--- config.mk ---
export PLATFORM = sky130hd
export DESIGN_NAME = mpt_pwm
export DESIGN_NICKNAME = d
export VERILOG_FILES = /design/src/hdl/mpt_pwm.v /design/src/hdl/mpt_sync.v
export VERILOG_INCLUDE_DIRS = /design/src /design/src/hdl
export SDC_FILE = /design/constraint.sdc
export NUM_CORES = 2
export LEC_CHECK = 0
export BUFFER_PORTS_ARGS = -buffer_cell sky130_fd_sc_hd__buf_2
export CORE_MARGIN = 4
export CORE_UTILIZATION = 30
export CTS_CLUSTER_DIAMETER = 50
export DETAILED_ROUTE_END_ITERATION = 8
export GPL_ROUTABILITY_DRIVEN = 1
export SLEW_MARGIN = 10
export SYNTH_ARGS = -nofsm -noshare
export SYNTH_HDL_FRONTEND = slang
export SYNTH_SLANG_ARGS = --single-unit
--- constraint.sdc ---
create_clock -name clk -period 3.55 [get_ports clk]
set_input_delay 0.1775 -clock clk [delete_from_list [all_inputs] [get_ports clk]]
set_output_delay 0.1775 -clock clk [all_outputs]
set_load 0.03 [all_outputs]
--- src/hdl/mpt_defines.vh ---
`ifndef MPT_DEFINES_VH
`define MPT_DEFINES_VH
// Register byte offsets
`define MPT_OFF_STAT    8'h00
`define MPT_OFF_MASK    8'h04
`define MPT_OFF_CTRL    8'h08
`define MPT_OFF_COUNT   8'h0c
`define MPT_OFF_PRESC   8'h10
`define MPT_OFF_PCNT    8'h14
`define MPT_OFF_MCTRL   8'h18
`define MPT_OFF_PCTRL   8'h1c
`define MPT_OFF_LATCH   8'h20
`define MPT_OFF_CAPSEL  8'h24
`define MPT_OFF_MATCH0  8'h40
// Control field positions
`define MPT_CTRL_RUN    0
`define MPT_CTRL_CLR    1
`define MPT_CTRL_PWM    2
`define MPT_CTRL_CNTM   3
// Match control: three bits per channel
`define MPT_MC_INT      0
`define MPT_MC_RST      1
`define MPT_MC_STOP     2
// Reset values
`define MPT_RST_ZERO    32'h00000000
`define MPT_NUM_MATCH   7
`endif

--- src/hdl/mpt_pwm.v ---
//Function
// - 32-bit counter with 32-bit prescaler
// - Timer on pclk, counter on capture edges
// - Seven match registers, six outputs
// - Cycle match resets counter, sets period
// - Single-edge: high at cycle start, fall
// - Double-edge: rise and fall matches anywhere
// - Outputs share cycle match repetition rate
// - Per-match continue, stop, reset, interrupt
// - Shadowed match values applied at cycle
// - Period and width any count value
// - PWM disabled gives plain timer only
`timescale 1ns/1ps
`include "mpt_defines.vh"
`default_nettype none
module mpt_pwm
(
  input  wire        clk,
  input  wire        sys_rst,
  input  wire [1:0]  capIn,
  input  wire [7:0]  s_axi_awaddr,
  input  wire        s_axi_awvalid,
  output reg         s_axi_awready,
  input  wire [31:0] s_axi_wdata,
  input  wire [3:0]  s_axi_wstrb,
  input  wire        s_axi_wvalid,
  output reg         s_axi_wready,
  output reg  [1:0]  s_axi_bresp,
  output reg         s_axi_bvalid,
  input  wire        s_axi_bready,
  input  wire [7:0]  s_axi_araddr,
  input  wire        s_axi_arvalid,
  output reg         s_axi_arready,
  output reg  [31:0] s_axi_rdata,
  output reg  [1:0]  s_axi_rresp,
  output reg         s_axi_rvalid,
  input  wire        s_axi_rready,
  output reg  [6:1]  pwmOut,
  output reg         irq
);
  ////////////////////////////////////////////////////////////////////////
  // Storage
  reg  [31:0] ctrl;                 // Run, clear, pwm enable, count mode
  reg  [31:0] count;                // Timer count
  reg  [31:0] presc;                // Prescale limit
  reg  [31:0] pcnt;                 // Prescale count
  reg  [20:0] mctrl;                // Per-match actions
  reg  [12:0] pctrl;                // Double-edge sel [6:2], enables [12:7]
  reg  [6:0]  latchEn;              // Released shadow values
  reg  [1:0]  capSel;               // [0] input select, [1] falling edge
  reg  [6:0]  stat;                 // Sticky match flags
  reg  [6:0]  mask;                 // Interrupt enables
  reg  [31:0] shadow [0:6];         // Software-written match values
  reg  [31:0] active [0:6];         // Values the comparators use
  reg  [7:0]  awAddr;               // Captured write address
  reg  [31:0] wData;                // Captured write data
  reg  [3:0]  wStrb;                // Captured strobes
  reg         awHave;               // Address held
  reg         wHave;                // Data held
  reg         capPrev;              // Previous synced capture level
  wire [1:0]  capLvl;               // Synchronised capture inputs
  integer     i;                    // Loop index, register process only
  integer     cmpIdx;               // Loop index, match compare
  integer     outIdx;               // Loop index, pulse outputs

  ////////////////////////////////////////////////////////////////////////
  // Byte-lane merge used by register writes other than STAT, LATCH and CAPSEL
  function [31:0] merge;
    input [31:0] old;
    input [31:0] nw;
    input [3:0]  st;
    integer k;
    begin
      for (k = 0; k < 4; k = k + 1)
        merge[k*8 +: 8] = st[k] ? nw[k*8 +: 8] : old[k*8 +: 8];
    end
  endfunction

  // Match index of an address, 7 when not a match register
  function [2:0] matchIdx;
    input [7:0] a;
    begin
      if (a >= `MPT_OFF_MATCH0 && a < `MPT_OFF_MATCH0 + 8'h1c && a[1:0] == 2'b00)
        matchIdx = a[4:2];
      else
        matchIdx = 3'h7;
    end
  endfunction

  // Capture pins pass the three-flop synchroniser
  mpt_sync uSync0 (.clk(clk), .sys_rst(sys_rst), .pinIn(capIn[0]), .level(capLvl[0]));
  mpt_sync uSync1 (.clk(clk), .sys_rst(sys_rst), .pinIn(capIn[1]), .level(capLvl[1]));

  ////////////////////////////////////////////////////////////////////////
  // Count engine
  wire capNow  = capSel[0] ? capLvl[1] : capLvl[0];
  wire capEdge = capSel[1] ? (capPrev & ~capNow) : (~capPrev & capNow);
  wire tickSrc = ctrl[`MPT_CTRL_CNTM] ? capEdge : 1'b1;
  wire run     = ctrl[`MPT_CTRL_RUN] & ~ctrl[`MPT_CTRL_CLR];
  wire tick    = run & tickSrc & (pcnt == presc);
  reg  [6:0]  hit;                  // Matches seen at this tick
  reg         doRst;                // Some match asks reset
  reg         doStop;               // Some match asks stop
  // Match compare against live value
  always @*
  begin
    doRst  = 1'b0;
    doStop = 1'b0;
    for (cmpIdx = 0; cmpIdx < 7; cmpIdx = cmpIdx + 1)
    begin
      hit[cmpIdx] = tick & (count == active[cmpIdx]);
      if (hit[cmpIdx] & mctrl[cmpIdx*3+`MPT_MC_RST])
        doRst = 1'b1;
      if (hit[cmpIdx] & mctrl[cmpIdx*3+`MPT_MC_STOP])
        doStop = 1'b1;
    end
    // Cycle match always closes the period in pwm mode
    if (hit[0] & ctrl[`MPT_CTRL_PWM])
      doRst = 1'b1;
  end
  wire cycEnd = hit[0] & doRst;     // Start of new cycle

  ////////////////////////////////////////////////////////////////////////
  // AXI write path decode
  wire        wrGo   = awHave & wHave & ~s_axi_bvalid;
  wire [2:0]  wrIdx  = matchIdx(awAddr);
  wire [31:0] maskMrg  = merge({25'h0, mask}, wData, wStrb);  // Merged mask write
  wire [31:0] mctrlMrg = merge({11'h0, mctrl}, wData, wStrb); // Merged match control
  wire [31:0] pctrlMrg = merge({19'h0, pctrl}, wData, wStrb); // Merged output control
  reg         wrOk;                 // Address maps to a register
  always @*
  begin
    case (awAddr)
      `MPT_OFF_STAT, `MPT_OFF_MASK, `MPT_OFF_CTRL, `MPT_OFF_COUNT,
      `MPT_OFF_PRESC, `MPT_OFF_PCNT, `MPT_OFF_MCTRL, `MPT_OFF_PCTRL,
      `MPT_OFF_LATCH, `MPT_OFF_CAPSEL: wrOk = 1'b1;
      default: wrOk = (wrIdx != 3'h7);
    endcase
  end

  // Registers, counter and bus write
  always @(posedge clk)
  begin
    if (sys_rst)
    begin
      ctrl <= `MPT_RST_ZERO;
      count <= `MPT_RST_ZERO;
      presc <= `MPT_RST_ZERO;
      pcnt <= `MPT_RST_ZERO;
      mctrl <= 21'h000000;
      pctrl <= 13'h0000;
      latchEn <= 7'h00;
      capSel <= 2'h0;
      stat <= 7'h00;
      mask <= 7'h00;
      capPrev <= 1'b0;
      awHave <= 1'b0;
      wHave <= 1'b0;
      awAddr <= 8'h00;
      wData <= 32'h00000000;
      wStrb <= 4'h0;
      s_axi_awready <= 1'b0;
      s_axi_wready <= 1'b0;
      s_axi_bvalid <= 1'b0;
      s_axi_bresp <= 2'h0;
      for (i = 0; i < 7; i = i + 1)
      begin
        shadow[i] <= `MPT_RST_ZERO;
        active[i] <= `MPT_RST_ZERO;
      end
    end
    else
    begin
      capPrev <= capNow;
      // Prescaler and counter
      if (ctrl[`MPT_CTRL_CLR])
      begin
        pcnt <= `MPT_RST_ZERO;
        count <= `MPT_RST_ZERO;
      end
      else if (run & tickSrc)
      begin
        pcnt <= (pcnt == presc) ? `MPT_RST_ZERO : pcnt + 32'h00000001;
        if (tick)
          count <= doRst ? `MPT_RST_ZERO : count + 32'h00000001;
      end
      if (doStop)
        ctrl[`MPT_CTRL_RUN] <= 1'b0;
      // Released shadows move over at cycle start in pwm mode; all move every clock otherwise
      if (cycEnd | ~ctrl[`MPT_CTRL_PWM])
      begin
        for (i = 0; i < 7; i = i + 1)
          if (latchEn[i] | ~ctrl[`MPT_CTRL_PWM])
            active[i] <= shadow[i];
        if (ctrl[`MPT_CTRL_PWM])
          latchEn <= 7'h00;
      end
      // AXI address and data capture, either order
      s_axi_awready <= ~awHave & ~s_axi_awready & s_axi_awvalid;
      s_axi_wready <= ~wHave & ~s_axi_wready & s_axi_wvalid;
      if (s_axi_awvalid & s_axi_awready)
      begin
        awHave <= 1'b1;
        awAddr <= s_axi_awaddr;
      end
      if (s_axi_wvalid & s_axi_wready)
      begin
        wHave <= 1'b1;
        wData <= s_axi_wdata;
        wStrb <= s_axi_wstrb;
      end
      if (s_axi_bvalid & s_axi_bready)
        s_axi_bvalid <= 1'b0;
      // Sticky flags; later clear yields to new set below
      if (wrGo)
      begin
        awHave <= 1'b0;
        wHave <= 1'b0;
        s_axi_bvalid <= 1'b1;
        s_axi_bresp <= wrOk ? 2'h0 : 2'h2;                              // Unmapped: SLVERR
        case (awAddr)
          `MPT_OFF_STAT:   stat <= stat & ~wData[6:0];
          `MPT_OFF_MASK:   mask <= maskMrg[6:0];
          `MPT_OFF_CTRL:   ctrl <= merge(ctrl, wData, wStrb) & 32'h0000000f;
          `MPT_OFF_COUNT:  count <= merge(count, wData, wStrb);
          `MPT_OFF_PRESC:  presc <= merge(presc, wData, wStrb);
          `MPT_OFF_PCNT:   pcnt <= merge(pcnt, wData, wStrb);
          `MPT_OFF_MCTRL:  mctrl <= mctrlMrg[20:0];
          `MPT_OFF_PCTRL:  pctrl <= pctrlMrg[12:0] & 13'h1ffc;
          `MPT_OFF_LATCH:  latchEn <= latchEn | wData[6:0];
          `MPT_OFF_CAPSEL: capSel <= wData[1:0];
          default:
            if (wrIdx != 3'h7)
              shadow[wrIdx] <= merge(shadow[wrIdx], wData, wStrb);
        endcase
      end
      for (i = 0; i < 7; i = i + 1)
        if (hit[i] & mctrl[i*3+`MPT_MC_INT])
          stat[i] <= 1'b1;
    end
  end

  ////////////////////////////////////////////////////////////////////////
  // Pulse outputs, all timed off the same cycle match
  reg [6:1] next_pwmOut;
  always @*
  begin
    next_pwmOut = pwmOut;
    for (outIdx = 1; outIdx < 7; outIdx = outIdx + 1)
    begin
      if (outIdx >= 2 && pctrl[outIdx])
      begin
        // Double-edge: rise on match n-1, fall on match n
        if (hit[outIdx-1])
          next_pwmOut[outIdx] = 1'b1;
        if (hit[outIdx])
          next_pwmOut[outIdx] = 1'b0;
      end
      else
      begin
        if (cycEnd)
          next_pwmOut[outIdx] = 1'b1;
        if (hit[outIdx])
          next_pwmOut[outIdx] = 1'b0;
      end
      if (!pctrl[outIdx+6] || !ctrl[`MPT_CTRL_PWM])
        next_pwmOut[outIdx] = 1'b0;
    end
  end

  // Output and interrupt flops
  always @(posedge clk)
  begin
    if (sys_rst)
    begin
      pwmOut <= 6'h00;
      irq <= 1'b0;
    end
    else
    begin
      pwmOut <= next_pwmOut;
      irq <= |(stat & mask);
    end
  end

  ////////////////////////////////////////////////////////////////////////
  // AXI read path, one-cycle answer after address taken
  reg [31:0] rdVal;                 // Read mux
  reg        rdOk;                  // Address maps
  wire [2:0] rdIdx = matchIdx(s_axi_araddr);
  always @*
  begin
    rdOk = 1'b1;
    case (s_axi_araddr)
      `MPT_OFF_STAT:   rdVal = {25'h0, stat};
      `MPT_OFF_MASK:   rdVal = {25'h0, mask};
      `MPT_OFF_CTRL:   rdVal = ctrl;
      `MPT_OFF_COUNT:  rdVal = count;
      `MPT_OFF_PRESC:  rdVal = presc;
      `MPT_OFF_PCNT:   rdVal = pcnt;
      `MPT_OFF_MCTRL:  rdVal = {11'h0, mctrl};
      `MPT_OFF_PCTRL:  rdVal = {19'h0, pctrl};
      `MPT_OFF_LATCH:  rdVal = {25'h0, latchEn};
      `MPT_OFF_CAPSEL: rdVal = {30'h0, capSel};
      default:
      begin
        rdVal = (rdIdx != 3'h7) ? shadow[rdIdx] : 32'h00000000;
        rdOk = (rdIdx != 3'h7);
      end
    endcase
  end

  // Read handshake
  always @(posedge clk)
  begin
    if (sys_rst)
    begin
      s_axi_arready <= 1'b0;
      s_axi_rvalid <= 1'b0;
      s_axi_rdata <= 32'h00000000;
      s_axi_rresp <= 2'h0;
    end
    else
    begin
      s_axi_arready <= ~s_axi_rvalid & ~s_axi_arready & s_axi_arvalid;
      if (s_axi_arvalid & s_axi_arready)
      begin
        s_axi_rvalid <= 1'b1;
        s_axi_rdata <= rdVal;
        s_axi_rresp <= rdOk ? 2'h0 : 2'h2;
      end
      else if (s_axi_rready)
        s_axi_rvalid <= 1'b0;
    end
  end
endmodule // mpt_pwm
`default_nettype wire

--- src/hdl/mpt_sync.v ---
`timescale 1ns/1ps
`default_nettype none
// Three-stage input synchroniser, change accepted when stages 2 and 3 agree
module mpt_sync
(
  input  wire clk,
  input  wire sys_rst,
  input  wire pinIn,
  output reg  level
);
  reg stage1; // Metastability catcher, read only by stage2
  reg stage2;
  reg stage3;

  // Shift chain and agreement filter
  always @(posedge clk)
  begin
    if (sys_rst)
    begin
      stage1 <= 1'b0;
      stage2 <= 1'b0;
      stage3 <= 1'b0;
      level  <= 1'b0;
    end
    else
    begin
      stage1 <= pinIn;
      stage2 <= stage1;
      stage3 <= stage2;
      if (stage2 == stage3)
        level <= stage3;
    end
  end
endmodule // mpt_sync
`default_nettype wire

---- Word level (Yosys, flattened, before mapping) ----
Memories as Yosys holds them, arrays and structs flattened.
Index checks and enable logic that the tools add are counted.
word-level totals
  output and inout bits ................... 48
  word-level logic and storage cells ...... 404
  memory bits (read-only) ................. 0
  register bits after elaboration ......... 258
  bits in latches ......................... 0
  memories kept ........................... 2
  RAM bits ................................ 448
cells by class
  bitwise logic cells ..................... 77
  $lt $le $gt $ge ......................... 4
  reduce and logical (&&, ||, !) cells .... 81
  multiply operators ...................... 0
  mux-type cells .......................... 132
  add/subtract/negate cells ............... 2
  divide/modulo/power cells ............... 0
  equality and inequality tests ........... 48
  shift-type cells ........................ 0
memories
  memory  depth  bits a word  read ports  clocked after memory_dff  write ports  RTL line      source
  active  7      32           7           0                         7            mpt_pwm.v:54  reg [31:0] active [0:6];
  shadow  7      32           8           0                         7            mpt_pwm.v:53  reg [31:0] shadow [0:6];
operator list
  kind                                                   count
  2-to-1 mux 32 bit                                      20
  case mux 32 bit (10 select lines)                      1
  equality test 32 bit                                   8
  2-to-1 mux 1 bit                                       91
  adder 32 x 1 -> 32 bit, second input constant          2
  equality test 8 x 5 -> 1 bit, second input constant    8
  2-to-1 mux 8 bit                                       8
  AND 1 bit                                              47
  2-to-1 mux 7 bit                                       6
  AND reduction 2 bit                                    17
  inequality test 3 bit, second input constant           11
  AND reduction 3 bit                                    11
  equality test 8 x 4 -> 1 bit, second input constant    4
  equality test 8 x 6 -> 1 bit, second input constant    4
  nonzero test 2 bit                                     16
  OR reduction 32 bit                                    1
  OR reduction 10 bit                                    2
  equality test 8 x 3 -> 1 bit, second input constant    2
  >= comparator 8 x 7 -> 1 bit, second input constant    2
  zero test 8 bit                                        2
  < comparator 8 x 7 -> 1 bit, second input constant     2
  inequality test 3 x 1 -> 1 bit, second input constant  5
  OR 1 bit                                               15
  nonzero test 3 bit                                     5
  other kinds (16)                                       54

---- Longest topological paths before layout ----
  word-level depth ........................ 23
  depth in mapped cells ................... 12

---- Cells and area by module ----
A second synthesis with hierarchy kept.
second synthesis, totals
  cells, all modules ...................... 3366
  area, all modules ....................... 33744.9 µm²
by module, submodules not included
  module    cells each  times used  area an instance (µm²)
  mpt_pwm   3346        1           33519.6
  mpt_sync  10          2           112.6

---- Least setup slack after synthesis ----
Ideal clock, no wire load.
  path type ............................... reg2reg
  from .................................... reg capSel[0]
  to ...................................... mem active[0][0] (enable)
  path buffers ............................ 1
  stages on the path, launching flop included .. 9
  data arrival time ....................... 2.558 ns
  period minus slack after synthesis ...... 2.947 ns
  setup time .............................. 0.389 ns
  slack ................................... 0.603 ns
  data required time ...................... 3.161 ns
  path through ............................ dfxtp_1 -> mux2_1 -> mux2i_1 -> a21o_1 -> or3_1 -> buf_2 -> nor2_4 -> nand2_1 -> nand2_1
RTL lines
  what                      RTL line       source
  start: declaration        mpt_pwm.v:50   reg [1:0] capSel;
  start signal: assignment  mpt_pwm.v:231  `MPT_OFF_CAPSEL: capSel <= wData[1:0];
  end: declaration          mpt_pwm.v:54

==> metrics <==
DIE HEIGHT=343 µm; Post-synth EDFFs=416; Hold Vio Cnt, Final=0; reg2reg start=count[30]$_SDFFE_PP0P_; Crit path arrival time=3.87 ns; Critical Path, Cell by Cell=xnor2_1 -> nand4_1 -> nor4_1 -> buf_4 -> nand2_1 -> nor2_4 -> nand2_1 -> nand2_1 -> buf_12; max_cap viols=0; r2r worst-path depth=9; Tot GR Track Use=21.5%; post-CTS sizing=0; Worst-Margin Slew=1.25 ns; I/O Buffers=106; async set or reset register ratio after synthesis=0%; Final Core Density=36.4%; synth warn=0; CP Class=register to register; CTS Buffer Depth=3; Hold Crit Class=primary input to register; GR Overflow Total=0; first-pass GRT wire length=186,000 µm; clock sink count=704; type of origin of the critical path=register; unrepaired setup endpoints after global routing=false; Clock Latency Late Sink=0.66 ns; flop-to-flop setup slack=0.006 ns; Design Area, Final=0.0405 mm²; synthesized flop and latch total=704; Rows=122; top cell type by total area after synthesis=edfxtp_1; Placed Cells=4,911; clk_skew=0.0337 ns; Mapped Cells=3,368; CP max FO=32; most used flip-flop cell after synthesis=edfxtp_1; Final GP Congestion=0.991; final setup margin=0.00645 ns; max incr delay on CP=0.78 ns; setup TNS=0 ns; dpl hpwl=96,000 µm; Area Growth Syn to Fin=20.0%; CORE AREA=0.111 mm²; post-CTS setup buffer count=0; initial drt markers=3,900; Post-Layout Cell Count=5,137; Total Wirelength=130,000 µm; die width=343 µm; worst hold start=s_axi_araddr[5]; Slew Limit Fails=0; CTS Root Cell=clkbuf_16; Leak=15.8 nW; sequential area share after synthesis=54.1%; Post-route DRC=0; WHS=0.124 ns; H-Tree Depth=3; Peak VDD IR=322 µV; Distinct cells, synth=82; Power Total=19.5 mW; Pre-Repair DR Iteration Count=6; top post-synthesis cells by area=edfxtp_1, dfxtp_1, nand2_1, nor2_1, xnor2_1; io pins=109; Hold Buf Count CTS=63; Starting Density=30.3%; required time of the critical path=3.87 ns; mapped cell area=0.0337 mm²; Clock Pin Slew Worst Setup and Hold Paths=0.06 ns; R2R Path End=active[0][15]$_SDFFCE_PN0P_; DRT antenna net count=0; most used cell, CP=nand2_1; Power Dens Cells=483 mW/mm²; # fillers=11,198; Mean Syn Cell Area=10.0 µm²; endpoint type of the worst setup path=register; Final Setup Violations=0; die area=0.118 mm²; Metal-1 WL=52,700 µm; vias per inst=5.44; routed length per instance=25.3 µm; final period utilization=99.8%; uppermost routed layer=met5; vias in the first global route=26,684; routed wl met3=12,800 µm; Vias=27,956; Slowest-stage cell, CP=nor4_1; CTS Buf Count=90; initial antenna violation count=4; Slew headroom=16.5%; area fraction of the dominant cell type after synthesis=37.0%; pre-CTS WS=0.179 ns; Peak Freq=282 MHz; Hold Path Cell Cnt=6; fin nets=3,641; Placed Area=0.0368 mm²; minimum clock period=3.54 ns; CTS tree=built; WL met2=58,100 µm; Worst Hold End=s_axi_rresp[1]$_SDFFE_PP0P_; share of layout cells above drive strength 1=13.0%; status=complete, no violations; pin count of the biggest net entering global routing=82
[cell type report]
| type | instances | area [µm²] | area share (%) |
|---|---|---|---|
| Multi-Input combinational cell | 2378 | 14300 | 35.3 |
| Clock inverter | 49 | 646 | 1.60 |
| Timing Repair Buffer | 345 | 2760 | 6.81 |
| Antenna cell | 1 | 2.50 | 0.00618 |
| Clock buffer | 113 | 2420 | 5.99 |
| Inverter | 59 | 221 | 0.547 |
| Sequential cell | 704 | 18300 | 45.1 |
| Tap cell | 1488 | 1860 | 4.60 |
[how the worst max path moves through the flow]
stage / from / endpoint / slack [ns]
floorplan: capSel[0]$_SDFFE_PP0P_ / active[0][0]$_SDFFCE_PN0P_ / 0.60
global placement: count[30]$_SDFFE_PP0P_ / active[1][16]$_SDFFCE_PN0P_ / 0.15
detailed placement: count[30]$_SDFFE_PP0P_ / active[4][25]$_SDFFCE_PN0P_ / 0.18
CTS: count[30]$_SDFFE_PP0P_ / active[0][3]$_SDFFCE_PN0P_ / 0.16
global route: count[24]$_SDFFE_PP0P_ / active[0][14]$_SDFFCE_PN0P_ / 0.04
finish: count[30]$_SDFFE_PP0P_ / active[0][15]$_SDFFCE_PN0P_ / 0.006
[layout by cell type (no fill, tap or decap), types with 19 or more instances in the layout]
cell type,instances
nor4_1,55
buf_4,155
buf_12,21
and2_1,200
a31oi_1,19
mux2i_1,117
xor2_1,140
inv_1,56
a222oi_1,22
buf_2,105
dlygate4sd3_1,63
clkbuf_16,93
nand3_1,78
nand2_1,477
nor3_1,42
a311oi_1,27
o21ai_0,108
nand4_1,55
a221oi_1,34
xnor2_1,144
nand2b_1,23
a21oi_1,173
nor2_1,337
edfxtp_1,416
and3_1,53
nor2b_1,45
dfxtp_1,288
[synth_stat cells (57+ instances only)]
master    instances
nand2_1         477
edfxtp_1        416
nor2_1          341
dfxtp_1         288
and2_1          201
a21oi_1         173
xnor2_1         144
xor2_1          140
clkbuf_1        133
mux2i_1         117
o21ai_0         108
buf_2            82
nand3_1          78
inv_1            57
[worst max-delay path: cells and delay by family (launching register included)]
family	cells	cell delay [ns]
flip-flops	1	0.71
XOR/XNOR	1	0.21
buffers and inverters	2	0.47
AND/OR/NAND/NOR	6	1.78
[kinds of logic after synthesis]
kind of cell	count (synthesis)	share of synthesized area, %
mux	118	3.51
flops	704	54.1
fa+ha+maj	2	0.0742
xor+xnor	284	7.38
compound gates	536	10.6
buf+inv	287	3.62
simple gates	1436	20.7
other cells	1	0.0111
[sequential cells by signal, indices dropped and copies added (netlist names), 2 cells and up]
name	count
count	32
pwmOut	6
capSel	2
pcnt	32
stat	7
latchEn	7
wData	32
s_axi_rdata	32
pctrl	11
mask	7
mctrl	21
wStrb	4
presc	32
ctrl	4
shadow	224
active	224
awAddr	8
[routing by layer]
| layer | global-route usage (%) | vias up |
|---|---|---|
| met4 | 9.39 | 4 |
| met2 | 33.9 | 1553 |
| met5 | 0 | - |
| li1 | - | 12363 |
| met3 | 4.46 | 300 |
| met1 | 28.6 | 13736 |
[power breakdown]
part | leakage [nW] | internal, mW | switching [mW]
registers | 6.98 | 8.81 | 0.172
clock network | 1.50 | 5.76 | 3.75
logic | 7.31 | 0.367 | 0.664
total | 15.8 | 14.9 | 4.59
No activity file was read; power rests on OpenSTA's default activity.
